[config.mk]
export PLATFORM = sky130hd
export DESIGN_NAME = bmss_startup_seq
export DESIGN_NICKNAME = d
export VERILOG_FILES = /design/src/rtl/bmss_unused_guard.sv /design/src/rtl/bmss_pkg.sv /design/src/rtl/bmss_tb_if.sv /design/src/rtl/bmss_ms_timer.sv /design/src/rtl/bmss_startup_seq.sv
export SDC_FILE = /design/constraint.sdc
export NUM_CORES = 1
export LEC_CHECK = 0
export ABC_AREA = 1
export BUFFER_PORTS_ARGS = -buffer_cell sky130_fd_sc_hd__buf_2
export CAP_MARGIN = 20
export CORE_MARGIN = 3
export CORE_UTILIZATION = 45
export DETAILED_ROUTE_END_ITERATION = 7
export PLACE_DENSITY_LB_ADDON = 0.3
export SLEW_MARGIN = 20
export SYNTH_ARGS = -nofsm -noshare
export SYNTH_HDL_FRONTEND = slang
export SYNTH_SLANG_ARGS = --single-unit
[constraint.sdc]
create_clock -name mclk -period 1.4 [get_ports mclk]
set_input_delay 0.14 -clock mclk [delete_from_list [all_inputs] [get_ports mclk]]
set_output_delay 0.14 -clock mclk [all_outputs]
set_load 0.005 [all_outputs]
[src/rtl/bmss_unused_guard.sv]
`timescale 1ns/10ps
`default_nettype none
`default_nettype wire

[src/rtl/bmss_pkg.sv]
// How it works
// - low thermistor or high load-sense wakes device
// - ordered init steps, then normal mode
// - autonomous aux regulator on at 20 ms
// - boot started flag at 23 ms, alarm option
// - boot done and conversion flags at 47/35 ms
// - full pass flag at 97/62 ms, alarm option
// - switch decision only every 250 ms in normal
// - autonomous switches on at 278 ms
`default_nettype none
package bmss_pkg;

   // ********************************************************
   // clock and time base
   // ********************************************************
   localparam int unsigned CLK_PERIOD_PS = 4000; // 250 MHz
   localparam int unsigned MS_PS = 1000000000;
   // one millisecond in clock cycles, whole cycles only
   localparam int unsigned MS_CYCLES_DEF = MS_PS / CLK_PERIOD_PS;
   localparam int unsigned CYC_W = 18;
   localparam int unsigned MS_W = 10;
   localparam int unsigned DEC_W = 8;

   // ********************************************************
   // startup marks in milliseconds after wake
   // ********************************************************
   localparam logic [MS_W-1:0] AUX_REG_MS = 10'h014; // 20 ms
   localparam logic [MS_W-1:0] BOOT_START_MS = 10'h017; // 23 ms
   localparam logic [MS_W-1:0] BOOT_DONE_SLOW_MS = 10'h02F; // 47 ms
   localparam logic [MS_W-1:0] BOOT_DONE_FAST_MS = 10'h023; // 35 ms
   localparam logic [MS_W-1:0] FULL_PASS_SLOW_MS = 10'h061; // 97 ms
   localparam logic [MS_W-1:0] FULL_PASS_FAST_MS = 10'h03E; // 62 ms
   localparam logic [MS_W-1:0] SWITCH_ON_MS = 10'h116; // 278 ms
   localparam logic [DEC_W-1:0] DECISION_MS = 8'hFA; // 250 ms
   // decision ticks fall at SWITCH_ON_MS minus whole periods
   localparam logic [DEC_W-1:0] DECISION_PRELOAD =
      DECISION_MS - DEC_W'(SWITCH_ON_MS - MS_W'(DECISION_MS));

   // ********************************************************
   // values after reset
   // ********************************************************
   localparam logic [CYC_W-1:0] CYC_RST = 18'h00000;
   localparam logic [MS_W-1:0] MS_RST = 10'h000;
   localparam logic [DEC_W-1:0] DEC_RST = 8'h00;

   // ********************************************************
   // types
   // ********************************************************
   typedef enum logic [2:0] {
      ST_OFF = 3'h1,
      ST_BOOT = 3'h2,
      ST_NORMAL = 3'h4
   } bmss_state_t;

   typedef enum logic [1:0] {
      ALM_NONE = 2'h0,
      ALM_BOOT_STARTED = 2'h1,
      ALM_BOOT_DONE = 2'h2,
      ALM_FULL_PASS = 2'h3
   } bmss_alarm_sel_t;

endpackage
`default_nettype wire

[src/rtl/bmss_tb_if.sv]
`timescale 1ns/10ps
`default_nettype none
// millisecond time base between sequencer and timer
interface bmss_tb_if;
   logic restart;
   logic ms_tick;
   logic [bmss_pkg::MS_W-1:0] ms_count;

   modport ctrl (
      output restart,
      input ms_tick,
      input ms_count
   );

   modport timer (
      input restart,
      output ms_tick,
      output ms_count
   );
endinterface
`default_nettype wire

[src/rtl/bmss_ms_timer.sv]
`timescale 1ns/10ps
`default_nettype none
module bmss_ms_timer #(
   parameter int unsigned MS_CYCLES = bmss_pkg::MS_CYCLES_DEF
)
(
   input wire logic mclk,
   input wire logic rst_n,
   bmss_tb_if.timer tb
);

   // ********************************************************
   // cycle and millisecond counters
   // ********************************************************
   localparam logic [bmss_pkg::CYC_W-1:0] CYC_LAST = bmss_pkg::CYC_W'(MS_CYCLES - 1);
   localparam logic [bmss_pkg::MS_W-1:0] MS_MAX = '1;

   logic [bmss_pkg::CYC_W-1:0] cyc_q;
   logic [bmss_pkg::CYC_W-1:0] cyc_d;
   logic [bmss_pkg::MS_W-1:0] ms_q;
   logic [bmss_pkg::MS_W-1:0] ms_d;
   logic tick_q;
   logic tick_d;
   wire logic wrap_w;

   // one millisecond elapses on the last cycle; count saturates
   assign wrap_w = (cyc_q == CYC_LAST);
   assign cyc_d = (tb.restart || wrap_w) ? bmss_pkg::CYC_RST : cyc_q + 1'b1;
   assign tick_d = wrap_w && !tb.restart;
   assign ms_d = tb.restart ? bmss_pkg::MS_RST :
                 (tick_q && ms_q != MS_MAX) ? ms_q + 1'b1 : ms_q;

   // registers
   always_ff @(posedge mclk or negedge rst_n)
   begin
      if (!rst_n)
      begin
         cyc_q <= bmss_pkg::CYC_RST;
         ms_q <= bmss_pkg::MS_RST;
         tick_q <= 1'b0;
      end
      else
      begin
         cyc_q <= cyc_d;
         ms_q <= ms_d;
         tick_q <= tick_d;
      end
   end

   assign tb.ms_tick = tick_q;
   assign tb.ms_count = ms_q;

endmodule // bmss_ms_timer
`default_nettype wire

[src/rtl/bmss_startup_seq.sv]
`timescale 1ns/10ps
`default_nettype none
module bmss_startup_seq #(
   parameter int unsigned MS_CYCLES = bmss_pkg::MS_CYCLES_DEF
)
(
   input wire logic mclk,
   input wire logic rst_n,
   input wire logic thermistor_wake_pin,
   input wire logic load_sense_pin,
   input wire logic shutdown_req,
   input wire logic conversion_speed_select,
   input wire logic autonomous_switch_control,
   input wire logic aux_reg_autonomous,
   input wire logic [1:0] alarm_select,
   output logic aux_regulator_output,
   output logic boot_started_flag,
   output logic boot_done_flag,
   output logic conversion_pass_flag,
   output logic full_measurement_pass_flag,
   output logic normal_mode,
   output logic protection_switch_on,
   output logic alarm_o,
   output logic alarm_oe_n
);

   // ********************************************************
   // declarations
   // ********************************************************
   bmss_tb_if tb ();

   bmss_pkg::bmss_state_t state_q;
   bmss_pkg::bmss_state_t state_d;
   logic restart_q;
   logic restart_d;
   logic aux_q;
   logic aux_d;
   logic started_q;
   logic started_d;
   logic done_q;
   logic done_d;
   logic conv_q;
   logic conv_d;
   logic full_q;
   logic full_d;
   logic sw_q;
   logic sw_d;
   logic alarm_oe_n_q;
   logic alarm_oe_n_d;
   logic [bmss_pkg::DEC_W-1:0] dec_q;
   logic [bmss_pkg::DEC_W-1:0] dec_d;

   wire logic wake_w;
   wire logic off_w;
   wire logic running_w;
   wire logic hit_aux_w;
   wire logic hit_start_w;
   wire logic hit_done_w;
   wire logic hit_full_w;
   wire logic decision_w;
   wire logic alarm_active_w;
   wire logic [bmss_pkg::MS_W-1:0] done_mark_w;
   wire logic [bmss_pkg::MS_W-1:0] full_mark_w;

   // ********************************************************
   // time base
   // ********************************************************
   bmss_ms_timer #(
      .MS_CYCLES(MS_CYCLES)
   ) u_timer (
      .mclk(mclk),
      .rst_n(rst_n),
      .tb(tb.timer)
   );

   assign tb.restart = restart_q;

   // true on the tick that moves the count onto the mark
   function automatic logic mark_hit(
      input logic tick,
      input logic [bmss_pkg::MS_W-1:0] count,
      input logic [bmss_pkg::MS_W-1:0] mark
   );
      mark_hit = tick && (count == mark - 1'b1);
   endfunction

   // ********************************************************
   // wake and sequence decoding
   // ********************************************************
   // either pin wakes the device from off
   assign wake_w = !thermistor_wake_pin || load_sense_pin;
   assign off_w = (state_q == bmss_pkg::ST_OFF);
   // the first restart cycle is time zero, so timing waits for it
   assign running_w = !off_w && !restart_q;

   // speed setting picks the earlier marks
   assign done_mark_w = conversion_speed_select ?
                        bmss_pkg::BOOT_DONE_FAST_MS : bmss_pkg::BOOT_DONE_SLOW_MS;
   assign full_mark_w = conversion_speed_select ?
                        bmss_pkg::FULL_PASS_FAST_MS : bmss_pkg::FULL_PASS_SLOW_MS;

   // marks reached on this millisecond tick
   assign hit_aux_w = running_w &&
                      mark_hit(tb.ms_tick, tb.ms_count, bmss_pkg::AUX_REG_MS);
   assign hit_start_w = running_w &&
                        mark_hit(tb.ms_tick, tb.ms_count, bmss_pkg::BOOT_START_MS);
   assign hit_done_w = running_w && mark_hit(tb.ms_tick, tb.ms_count, done_mark_w);
   assign hit_full_w = running_w && mark_hit(tb.ms_tick, tb.ms_count, full_mark_w);

   // decision slot every period, phased from wake
   assign decision_w = running_w && tb.ms_tick &&
                       (dec_q == bmss_pkg::DECISION_MS - 1'b1);

   // ********************************************************
   // state machine
   // ********************************************************
   // off, then boot steps, then normal once the full pass lands
   always_comb
   begin
      state_d = state_q;
      restart_d = 1'b0;
      case (state_q)
         bmss_pkg::ST_OFF:
         begin
            if (wake_w && !shutdown_req)
            begin
               state_d = bmss_pkg::ST_BOOT;
               restart_d = 1'b1;
            end
         end
         bmss_pkg::ST_BOOT:
         begin
            if (shutdown_req)
               state_d = bmss_pkg::ST_OFF;
            else if (hit_full_w)
               state_d = bmss_pkg::ST_NORMAL;
         end
         bmss_pkg::ST_NORMAL:
         begin
            if (shutdown_req)
               state_d = bmss_pkg::ST_OFF;
         end
         default:
         begin
            state_d = bmss_pkg::ST_OFF;
         end
      endcase
   end

   // ********************************************************
   // flags, regulator and switches
   // ********************************************************
   // flags stick until shutdown; all cleared when off
   assign aux_d = !off_w && (aux_q || (hit_aux_w && aux_reg_autonomous));
   assign started_d = !off_w && (started_q || hit_start_w);
   assign done_d = !off_w && (done_q || hit_done_w);
   assign conv_d = !off_w && (conv_q || hit_done_w);
   assign full_d = !off_w && (full_q || hit_full_w);
   // switches only turn on at a decision slot in normal mode; cleared when off
   assign sw_d = !off_w && (sw_q || (decision_w && autonomous_switch_control &&
                 state_q == bmss_pkg::ST_NORMAL));

   // decision phase counter restarts with every wake
   assign dec_d = restart_q ? bmss_pkg::DECISION_PRELOAD :
                  decision_w ? bmss_pkg::DEC_RST :
                  tb.ms_tick ? dec_q + 1'b1 : dec_q;

   // ********************************************************
   // alarm pin selection
   // ********************************************************
   // open drain: pulled low while the chosen flag is set
   assign alarm_active_w =
      (alarm_select == bmss_pkg::ALM_BOOT_STARTED && started_d) ||
      (alarm_select == bmss_pkg::ALM_BOOT_DONE && done_d) ||
      (alarm_select == bmss_pkg::ALM_FULL_PASS && full_d);
   assign alarm_oe_n_d = !alarm_active_w;

   // ********************************************************
   // registers
   // ********************************************************
   // control state
   always_ff @(posedge mclk or negedge rst_n)
   begin
      if (!rst_n)
      begin
         state_q <= bmss_pkg::ST_OFF;
         restart_q <= 1'b0;
         dec_q <= bmss_pkg::DEC_RST;
      end
      else
      begin
         state_q <= state_d;
         restart_q <= restart_d;
         dec_q <= dec_d;
      end
   end

   // status outputs
   always_ff @(posedge mclk or negedge rst_n)
   begin
      if (!rst_n)
      begin
         aux_q <= 1'b0;
         started_q <= 1'b0;
         done_q <= 1'b0;
         conv_q <= 1'b0;
         full_q <= 1'b0;
         sw_q <= 1'b0;
         alarm_oe_n_q <= 1'b1;
      end
      else
      begin
         aux_q <= aux_d;
         started_q <= started_d;
         done_q <= done_d;
         conv_q <= conv_d;
         full_q <= full_d;
         sw_q <= sw_d;
         alarm_oe_n_q <= alarm_oe_n_d;
      end
   end

   // mode output and constant low pin level, both from flops
   logic normal_q;
   logic alarm_lvl_q;

   always_ff @(posedge mclk or negedge rst_n)
   begin
      if (!rst_n)
      begin
         normal_q <= 1'b0;
         alarm_lvl_q <= 1'b0;
      end
      else
      begin
         normal_q <= (state_d == bmss_pkg::ST_NORMAL);
         alarm_lvl_q <= 1'b0;
      end
   end

   // ********************************************************
   // outputs
   // ********************************************************
   assign aux_regulator_output = aux_q;
   assign boot_started_flag = started_q;
   assign boot_done_flag = done_q;
   assign conversion_pass_flag = conv_q;
   assign full_measurement_pass_flag = full_q;
   assign protection_switch_on = sw_q;
   assign normal_mode = normal_q;
   assign alarm_o = alarm_lvl_q;
   assign alarm_oe_n = alarm_oe_n_q;

endmodule // bmss_startup_seq
`default_nettype wire

# Yosys cells after proc, flatten, opt, wreduce, memory -nomap -nowiden
# Index checks and enable logic that the tools add are counted.
# Widths: inputs -> output; s select.
# totals
inputBits	10
elab_cells	91
output_inout_bits	9
register_bits	49
# classes
reduce_logical	43
n_eq_ne	14
muxes	15
addsub	5
# op_table
op	n
$logic_and 1x1->1	26
$mux 8	3
$eq 10x10->1	2
$eq 10x5->1 const B	2
$mux 10	2
$add 18x1->18 const B	1
$eq 18x18->1 const B	1
$mux 18	1
$mux 3	4
$add 10x1->10 const B	1
$logic_or 1x1->1	10
$ne 10x10->1 const B	1
$pmux 3 s3	1
$add 8x1->8 const B	1
$eq 8x8->1 const B	1
$sub 7x1->8 const B	1
$mux 7	1
$sub 6x1->7 const B	1
$eq 3x3->1 const B	2
$logic_not 1->1	5
$eq 2x2->1 const B	2
$mux 4	1
$eq 3x1->1 const B	1
$eq 3x2->1 const B	1
4 further kinds	5

# Logic depth before layout (Yosys ltp)
# Gate-level depths: netlist of run 1.
# depth
depth_word	11
depth_mapped	10
ltp_nobuf	10

# By module
# From an unflattened synthesis of run 1, not the netlist that was laid out.
# hier_totals
hier_cells	376
area_unflattened_um2	2861.5
# modules_own_cells
module	cells_each	n_inst	seq_area_each_um2	area_each_um2
bmss_ms_timer	220	1	725.7	1634.1
bmss_startup_seq	156	1	503.0	1227.4

# Least setup slack after synthesis of run 1
# OpenSTA, ideal clock, no wires.
# synth_timing
kind	reg-to-reg
startpoint	register u_timer.cyc_q[0] in the netlist's numbering
endpoint	register u_timer.cyc_q[0] in the netlist's numbering
n_path_buf	1
setup_slack_ns	-0.097
t_arrival_ns	1.372
period_less_slack_ns	1.497
required_ns	1.275
setup_time_ns	0.125
stages_incl_launch_ff	10
path_cell_list	dfrtp_1 > ha_1 > nand2_1 > nor2_4 > inv_2 > nor2_2 > nand3_2 > nand2_4 > buf_6 > nor2_1
# synth_between
elab_chain_cells	3
word_cells_on_any_way	4
cone_classes	add/sub (1); eq/ne (1); mux (1); reduce/logical (1)
# synth_lines
item	line_no	source
start, declared	bmss_ms_timer.sv:18	logic [bmss_pkg::CYC_W-1:0] cyc_q;
start signal, assigned	bmss_ms_timer.sv:38	cyc_q <= bmss_pkg::CYC_RST;
start signal, assigned	bmss_ms_timer.sv:44	cyc_q <= cyc_d;
branches (longest 2 deep; another with $add 18x1->18)	n/a	
$mux 18 *	bmss_ms_timer.sv:28	assign cyc_d = (tb.restart || wrap_w) ? bmss_pkg::CYC_RST : cyc_q + 1'b1;
net u_timer.cyc_d (one bit)	bmss_ms_timer.sv:19	logic [bmss_pkg::CYC_W-1:0] cyc_d;
# Mark *: on every way through the listed nets, which the timed path passes.
# A chain may end at the register's enable or synchronous reset.

# Final worst setup path of run 1
# layout_timing
startpoint	register u_timer.ms_q (netlist bit u_timer.tb.ms_count[4])
endpoint	register u_timer.ms_q (netlist bit u_timer.tb.ms_count[9])
# layout_between
elab_chain_cells	3
word_cells_on_any_way	6
cone_classes	add/sub (1); eq/ne (1); mux (2); reduce/logical (2)
# layout_lines
item	line_no	source
start, declared	bmss_ms_timer.sv:20	logic [bmss_pkg::MS_W-1:0] ms_q;
start signal, assigned	bmss_ms_timer.sv:39	ms_q <= bmss_pkg::MS_RST;
start signal, assigned	bmss_ms_timer.sv:45	ms_q <= ms_d;
$add 10x1->10 / $ne 10x10->1 (equally long branches)	bmss_ms_timer.sv:31	(tick_q && ms_q != MS_MAX) ? ms_q + 1'b1 : ms_q;
$mux 10 / $logic_and 1x1->1 (equally long branches)	bmss_ms_timer.sv:31	
$mux 10 / $reduce_bool 2->1 (equally long branches)	n/a	
# Several ways; a longest one is shown, not always the timed one. The select of a mux whose other input is x is not followed.

==> out/results.tsv, run 1 <==
metric	value	unit
Worst EP arrival	1.61	ns
WL final	6.71	mm
Die W	85.1	µm
global route overflow	0	
# diodes	0	
asr flop ratio synth	100	%
post-layout util	61.5	%
post-route setup slack	-0.0126	ns
die area	7240	µm²
H-tree Lvls	2	
CP max stage cell	dfrtp_1	
YS warnings	0	
chip height	85.1	µm
cell taking the most area after synthesis	dfrtp_1	
final worst path period share	101	%
fmax	708	MHz
Crit. End Element	register	
Via density	5.27	
Root Buffer	clkbuf_8	
Clock Sinks	49	
register area share after synthesis	43.6	%
drt pass-1 iters	4	
layout cells sized above 1	35.3	%
pin count of the biggest net entering global routing	36	
Slew Viols, Final	0	
RD Place Congestion	0.826	
final hold violations	0	
startpoint types	register	
metal3 WL	261	µm
Reg-to-Reg Start	u_timer.tb.ms_count[4]	
CTS tree	done	
top-count cell post-synth	nand2_1	
Metal-1 WL	3.05	mm
Post-DP HPWL	4.31	mm
Post-Layout Cell Count	500	
Rows	28	
Max Fanout on Critical Path	7	
starting density of the core	47.0	%
Leakage Power	1.73	nW
core box area	5990	µm²
kind of critical path	register to register	
distinct cell type count after synthesis	36	
unrepaired setup endpoints after global routing	yes	
top cell type's share of synthesized area	41.8	%
Synth area leaders	dfrtp_1 42%, nand2_1 8.8%, nor2_1 6.9%, inv_1 6.3%, nand3_1 5.2%	
Mapped Area	2820	µm²
vias in the first global route	2441	
failing checks	negative setup slack	
Commonest cells post-synth	66 x nand2_1, 52 x nor2_1, 47 x dfrtp_1, 47 x inv_1, 29 x nand3_1	
setup_tns	-0.0153	ns
Highest Signal Layer	met4	
min Tclk post-route	1.41	ns
max-cap violation count	0	
latest clock arrival within the worst-skew pair	0.30	ns
status	finished with violations	
Worst VDD drop	0.452	mV
setup violators final	3	
IO Port Bufs	17	
Post-Place Cells	476	
Layout Nets	439	
power density cells	854	nW/µm²
sequence of cells on the critical path	nand2_2 > nor3_4 > nand3_4 > nand2_8 > inv_8 > nand4_1 > o21ai_2	
antenna viol nets, final	0	
clock-pin slew on the worst setup and hold paths	0.09	ns
DRT iter0 DRCs	167	
Max stage delay on crit path	0.43	ns
WP data required	1.59	ns
worst setup path startpoint	u_timer.tb.ms_count[4]	
Yosys reg bits	49	
drt wl/cell	13.4	µm
worst hold path type	primary input to register	
syn nets	371	
clock skew	0.0159	ns
top_reg_cell synth	dfrtp_1	
Synth Area per Inst	7.91	µm²
area delta synth->final	30.9	%
vias	2634	
all-layer global routing usage	18.6	%
initial antenna violation count	0	
global-route wire length before repair	11.0	mm
Power Total	3.15	mW
HP Start	shutdown_req	
EDFF count, synth	0	
met2 wire length	3.23	mm
Cells after Synth	356	
Inserted Clock Buffers	5	
IO Count	19	
DRC violations left	0	
clk buf depth	2	
worst hold slack	0.0300	ns
==> per-layer routing <==
| metal | up-vias | global-route usage (%) |
|---|---|---|
| li1 | 1281 | - |
| met1 | 1277 | 26.8 |
| met2 | 63 | 28.7 |
| met3 | 13 | 3.20 |
| met4 | 0 | 5.47 |
| met5 | - | 0 |
==> state kept, by name, indices dropped and copies added (netlist names) <==
signal,flops
u_timer.cyc_q,18
u_timer.tb.ms_count,10
dec_q,8
state_q,3
alarm_oe_n,1
aux_regulator_output,1
boot_done_flag,1
boot_started_flag,1
conversion_pass_flag,1
full_measurement_pass_flag,1
normal_mode,1
protection_switch_on,1
restart_q,1
u_timer.tb.ms_tick,1
==> worst max-delay path, delay by kind of cell, from the launching register on <==
kind | cells | cell delay (ns)
DFF | 1 | 0.43
buffers and inverters | 1 | 0.06
AOI/OAI and AO/OA | 1 | 0.06
and+or+nand+nor | 5 | 0.76
==> final cells by class <==
type / instances / area [µm²]
fill: 507 / 2300
clock buffer: 6 / 72.6
tap: 75 / 93.8
sequential: 49 / 1230
timing repair buffer: 63 / 460
inverter: 51 / 205
clock inverter: 2 / 35.0
multi-input combinational: 254 / 1590
==> cell families (layout without fill, tap and decap cells) <==
group           after synthesis  count (layout)  synth area share, %
simple gates                190             193                 32.3
buf+inv                      56             122                 8.58
flops                        49              49                 43.6
compound gates               39              39                 8.18
xor+xnor                     16              16                 4.98
fa+ha+maj                     5               5                 2.22
other cells                   1               1                0.133
==> final timing paths <==
path | to | slack, ns | cells after the start
hold / removal | normal_mode | 0.03 | 2
min in group asynchronous | u_timer.cyc_q[10] | 0.27 | 2
setup reg to reg | u_timer.tb.ms_count[9] | -0.01 | 7
max in group asynchronous | state_q[0] | 0.55 | 3
hold reg to reg | aux_regulator_output | 0.51 | 2
setup / recovery | u_timer.tb.ms_count[9] | -0.01 | 7
==> metrics by stage <==
stage	worst slack (ns)	instance area, µm²
2_1_floorplan	-0.0871	2830
3_3_place_gp	-0.0998	3220
3_5_place_dp	-0.189	3220
4_1_cts	-0.0133	3410
5_1_grt	-0.122	3690
6_report	-0.0126	3690
==> report_power, final <==
part / leakage (nW) / switching, mW / internal [mW]
registers: 0.636 / 0.0795 / 1.51
clock network: 0.0552 / 0.470 / 0.531
logic: 1.04 / 0.325 / 0.235
==> cell usage in the layout (no fill, tap or decap), types with 2 or more instances in the layout <==
master    synthesis  final
a21oi_1          13     12
buf_2             1     17
nand2_8           0      3
o21ai_2           5      9
buf_6             1      4
nor3_4            1      2
nand2_2           2      9
nand3_2           3      2
o21ai_1           3      2
nand4_1          11     11
o21ai_0          12      9
nor3_2            2      5
nor2_2            4     17
xor2_1           13     13
nand2_1          66     58
clkbuf_8          1      5
ha_1              5      3
nor3_1           11      7
xnor2_1           3      3
nand3_1          29     27
nand2_4           4      5
nor2_1           52     37
inv_1            47     42
a21oi_2           1      2
nand3_4           0      3
nor2_4            3      5
dfstp_2           2      2
a31oi_1           2      2
buf_4             2     40
dfrtp_1          47     43
inv_2             3      6
dfrtp_2           0      4
==> timing repair <==
action | CTS | global route
hold endpoints to repair | 14 | 0
pin swaps | 4 | 20
gates cloned | 2 | 1
buffers inserted | 0 | 12
setup endpoints to repair | 11 | 40
hold buffers | 1 | 0
gates resized for setup | 9 | 53
(Power assumes the default switching activity.)
==> run 2, diff against run 1 <==
- PLACE_DENSITY: unset -> 0.69
- PLACE_DENSITY_LB_ADDON: 0.3 -> unset
==> run 2 against run 1 <==
Net effect:
- the run still ends with negative setup slack left
- combinational power up 7.9%
- via count down 4.0%
- sequential share of layout area about the same
- sequential power about the same
- clock skew down 0.0083 ns
- critical path depth unchanged
- flip-flop and latch count unchanged
- global-route usage down 0.74 points
- largest cell class unchanged
==> out/results.tsv, run 2 (synthesis gave the netlist of run 1 again) <==
metric	value	unit
status	finished with violations	
failing checks	negative setup slack	
H-tree Lvls	2	
R2R cell count	7	
clock-pin slew on the worst setup and hold paths	0.09	ns
most used cells in the layout excluding fill and tap cells	61 x nand2_1, 43 x inv_1, 43 x buf_4	
WL final	6.57	mm
Crit. End Element	register	
fmax	699	MHz
clk buf depth	2	
max reg flops	18	
Via density	5.05	
final hold violations	0	
Power Total	3.25	mW
Die W	85.1	µm
startpoint types	register	
IO Count	19	
Max Fanout on Critical Path	7	
Post-DP HPWL	4.49	mm
worst hold path type	primary input to register	
# diodes	0	
clock skew	0.00760	ns
Clock Sinks	49	
initial antenna violation count	0	
worst hold slack	0.0180	ns
core box area	5990	µm²
Post-Place Cells	479	
Rows	28	
DRC violations left	0	
starting density of the core	47.0	%
Post-Place Worst Slack	-0.122	ns
max-cap violation count	0	
Layout Nets	440	
most common cell after layout, fill and taps aside	nand2_1	
drt pass-1 iters	4	
Worst EP arrival	1.63	ns
RD Place Congestion	0.853	
Root Buffer	clkbuf_8	
IO Port Bufs	17	
cell area after layout	3680	µm²
final worst path period share	102	%
global-route wire length before repair	10.6	mm
hold depth	2	
Post-Layout Cell Count	501	
min Tclk post-route	1.43	ns
all-layer global routing usage	17.9	%
post-layout util	61.5	%
drt wl/cell	13.1	µm
post-route setup slack	-0.0308	ns
chip height	85.1	µm
global route overflow	0	
DRT iter0 DRCs	183	
area delta synth->final	30.9	%
most flop-heavy register	u_timer.cyc_q	
kind of critical path	register to register	
antenna viol nets, final	0	
unrepaired setup endpoints after global routing	yes	
setup violators final	6	
die area	7240	µm²
pin count of the biggest net entering global routing	34	
WP data required	1.60	ns
Worst VDD drop	0.542	mV
placed cell area	3260	µm²
vias in the first global route	2362	
CTS tree	done	
latest clock arrival within the worst-skew pair	0.30	ns
setup_tns	-0.116	ns
Slew Viols, Final	0	
power density cells	881	nW/µm²
layout cells sized above 1	35.0	%
Inserted Clock Buffers	5	
Leakage Power	1.73	nW
vias	2528	
==> run 2: area by class of cell <==
type | instances | area [µm²]
Inverter | 51 | 204
Tap cell | 75 | 93.8
Multi-Input combinational cell | 252 | 1540
Sequential cell | 49 | 1230
Fill cell | 499 | 2310
Clock buffer | 7 | 86.3
Clock inverter | 1 | 30.0
Timing Repair Buffer | 66 | 492
==> run 2: critical path, stage by stage, from the launching register on <==
cell	delay [ns]
dfrtp_1	0.43
nand2_1	0.13
nor3_4	0.23
nand3_4	0.16
nand2_8	0.16
inv_8	0.06
nand3_1	0.10
o21ai_2	0.06
==> run 2: power breakdown <==
group | internal, mW | total, mW | switching (mW)
clock | 0.583 | 1.06 | 0.474
combinational | 0.277 | 0.604 | 0.327
sequential | 1.51 | 1.59 | 0.0780
==> run 2: worst paths after layout <==
path | from | endpoint | slack (ns)
min in group asynchronous | rst_n | u_timer.cyc_q[15] | 0.29
max in group asynchronous | rst_n | alarm_oe_n | 0.52
setup reg to reg | u_timer.tb.ms_count[4] | u_timer.tb.ms_count[0] | -0.03
setup / recovery | u_timer.tb.ms_count[4] | u_timer.tb.ms_count[0] | -0.03
hold / removal | shutdown_req | state_q[2] | 0.02
hold reg to reg | aux_regulator_output | aux_regulator_output | 0.50
==> run 2: per-layer routing <==
metal	track usage [%]	part of all wire (%)
met5	0	0
met4	4.75	1.2
met3	2.91	3.4
met2	28.1	48
met1	25.6	47
==> run 2: what timing repair did <==
item | in CTS | in global routing
hold buffers | 1 | 0
cloned | 0 | 1
gates resized for setup | 5 | 52
pin swaps | 5 | 25
endpoints found under the hold margin | 16 | 0
setup buffers | 0 | 12
setup endpoints to repair | 25 | 42
==> run 3, diff against run 2 <==
==> constraint.sdc (replaced) <==
create_clock -name mclk -period 1.4 [get_ports mclk]
set_input_delay 0 -clock mclk [delete_from_list [all_inputs] [get_ports mclk]]
set_output_delay 0 -clock mclk [all_outputs]
set_load 0.005 [all_outputs]
==> run 3 against run 2 <==
Net effect:
- the run still ends with negative setup slack left
- first-iteration DRC count down 12%
- power rose by 0.40%
- cell area rose by 2.6%
- die area stayed put
- clock power barely moved
- worst setup slack worse by 0.019 ns
- sequential share of layout area fell by 0.88 points
- sequential power about the same
- critical path type unchanged
==> out/results.tsv, run 3 (synthesis gave the netlist of run 1 again) <==
metric	value	unit
Worst EP arrival	1.64	ns
Post-Place Worst Slack	-0.122	ns
IO Port Bufs	17	
IO Count	19	
latest clock arrival within the worst-skew pair	0.30	ns
starting density of the core	47.0	%
most flop-heavy register	u_timer.cyc_q	
core box area	5990	µm²
initial antenna violation count	0	
Inserted Clock Buffers	5	
Rows	28	
setup_tns	-0.363	ns
Root Buffer	clkbuf_8	
setup violators final	10	
chip height	85.1	µm
most common cell after layout, fill and taps aside	nand2_1	
max-cap violation count	0	
power density cells	863	nW/µm²
RD Place Congestion	0.853	
Via density	5.14	
clk buf depth	2	
area delta synth->final	34.3	%
max reg flops	18	
WP data required	1.59	ns
Leakage Power	1.77	nW
status	finished with violations	
post-layout util	63.1	%
Worst VDD drop	0.536	mV
unrepaired setup endpoints after global routing	yes	
placed cell area	3260	µm²
vias	2617	
min Tclk post-route	1.45	ns
clock-pin slew on the worst setup and hold paths	0.09	ns
Die W	85.1	µm
cell area after layout	3780	µm²
Crit. End Element	register	
worst hold slack	0.0754	ns
kind of critical path	register to register	
startpoint types	register	
drt pass-1 iters	4	
post-route setup slack	-0.0501	ns
global-route wire length before repair	10.7	mm
final hold violations	0	
all-layer global routing usage	18.0	%
DRC violations left	0	
Slew Viols, Final	0	
failing checks	negative setup slack	
CTS tree	done	
global route overflow	0	
die area	7240	µm²
worst hold path type	primary input to register	
final worst path period share	104	%
H-tree Lvls	2	
Post-DP HPWL	4.49	mm
WL final	6.74	mm
layout cells sized above 1	34.6	%
clock skew	0.00717	ns
pin count of the biggest net entering global routing	34	
vias in the first global route	2381	
Clock Sinks	49	
antenna viol nets, final	0	
# diodes	0	
fmax	690	MHz
DRT iter0 DRCs	161	
most used cells in the layout excluding fill and tap cells	61 x nand2_1, 44 x inv_1, 43 x dfrtp_1, 43 x buf_4, 38 x nor2_1	
Layout Nets	448	
Max Fanout on Critical Path	5	
drt wl/cell	13.2	µm
Filler Cell Count	482	
## run 3: per-layer routing
layer  up-vias  routed length, µm  global-route usage (%)
met5         -                  0                       0
met3        15                250                    2.91
met1      1240               3180                    25.7
li1       1304                  -                       -
met4         0                124                    4.32
met2        58               3190                    28.5
## run 3: worst max-delay path, stage by stage, from the launching register on
cell and delay [ns]:
dfrtp_1 0.44, nand2_1 0.15, nor3_4 0.25, nand3_4 0.16
nand2_8 0.15, o21ai_2 0.07, nand2_1 0.08, nor2_1 0.05
## run 3: what timing repair did
item / 4_1_cts / 5_1_grt
gates resized for setup: 5 / 54
endpoints found under the setup margin: 25 / 43
pin swaps: 5 / 31
setup buffers: 0 / 14
gates cloned: 0 / 1
hold endpoints to repair: 22 / 0
hold buffers: 7 / 0
## run 3: power breakdown
part | switching, mW | leakage (nW) | internal [mW] | total [mW]
Clock | 0.471 | 0.0585 | 0.583 | 1.05
Combinational | 0.331 | 1.08 | 0.288 | 0.619
Sequential | 0.0787 | 0.636 | 1.51 | 1.59
## run 3: cell type report
cell class | count | area, µm² | area share [%]
Clock buffer | 7 | 86.3 | 2.28
Clock inverter | 1 | 30.0 | 0.794
Inverter | 51 | 204 | 5.40
Multi-Input combinational cell | 252 | 1560 | 41.2
Sequential cell | 49 | 1230 | 32.6
Tap cell | 75 | 93.8 | 2.48
Timing Repair Buffer | 74 | 574 | 15.2
## run 3: path summary, 6_finish.rpt
path	to	cells past startpoint	from	slack (ns)
setup reg to reg	u_timer.tb.ms_count[7]	7	u_timer.tb.ms_count[4]	-0.05
min in group asynchronous	u_timer.cyc_q[15]	2	rst_n	0.16
hold / removal	alarm_oe_n	5	alarm_select[0]	0.08
max in group asynchronous	alarm_oe_n	3	rst_n	0.66
setup / recovery	u_timer.tb.ms_count[7]	7	u_timer.tb.ms_count[4]	-0.05
hold reg to reg	aux_regulator_output	2	aux_regulator_output	0.50
## run 3: per-stage QoR
step                total power [mW]  instances
floorplan                       1.89        356
global placement                2.11        479
detailed placement              2.13        479
CTS                             3.19        494
global route                    3.43        509
finish                          3.26        509
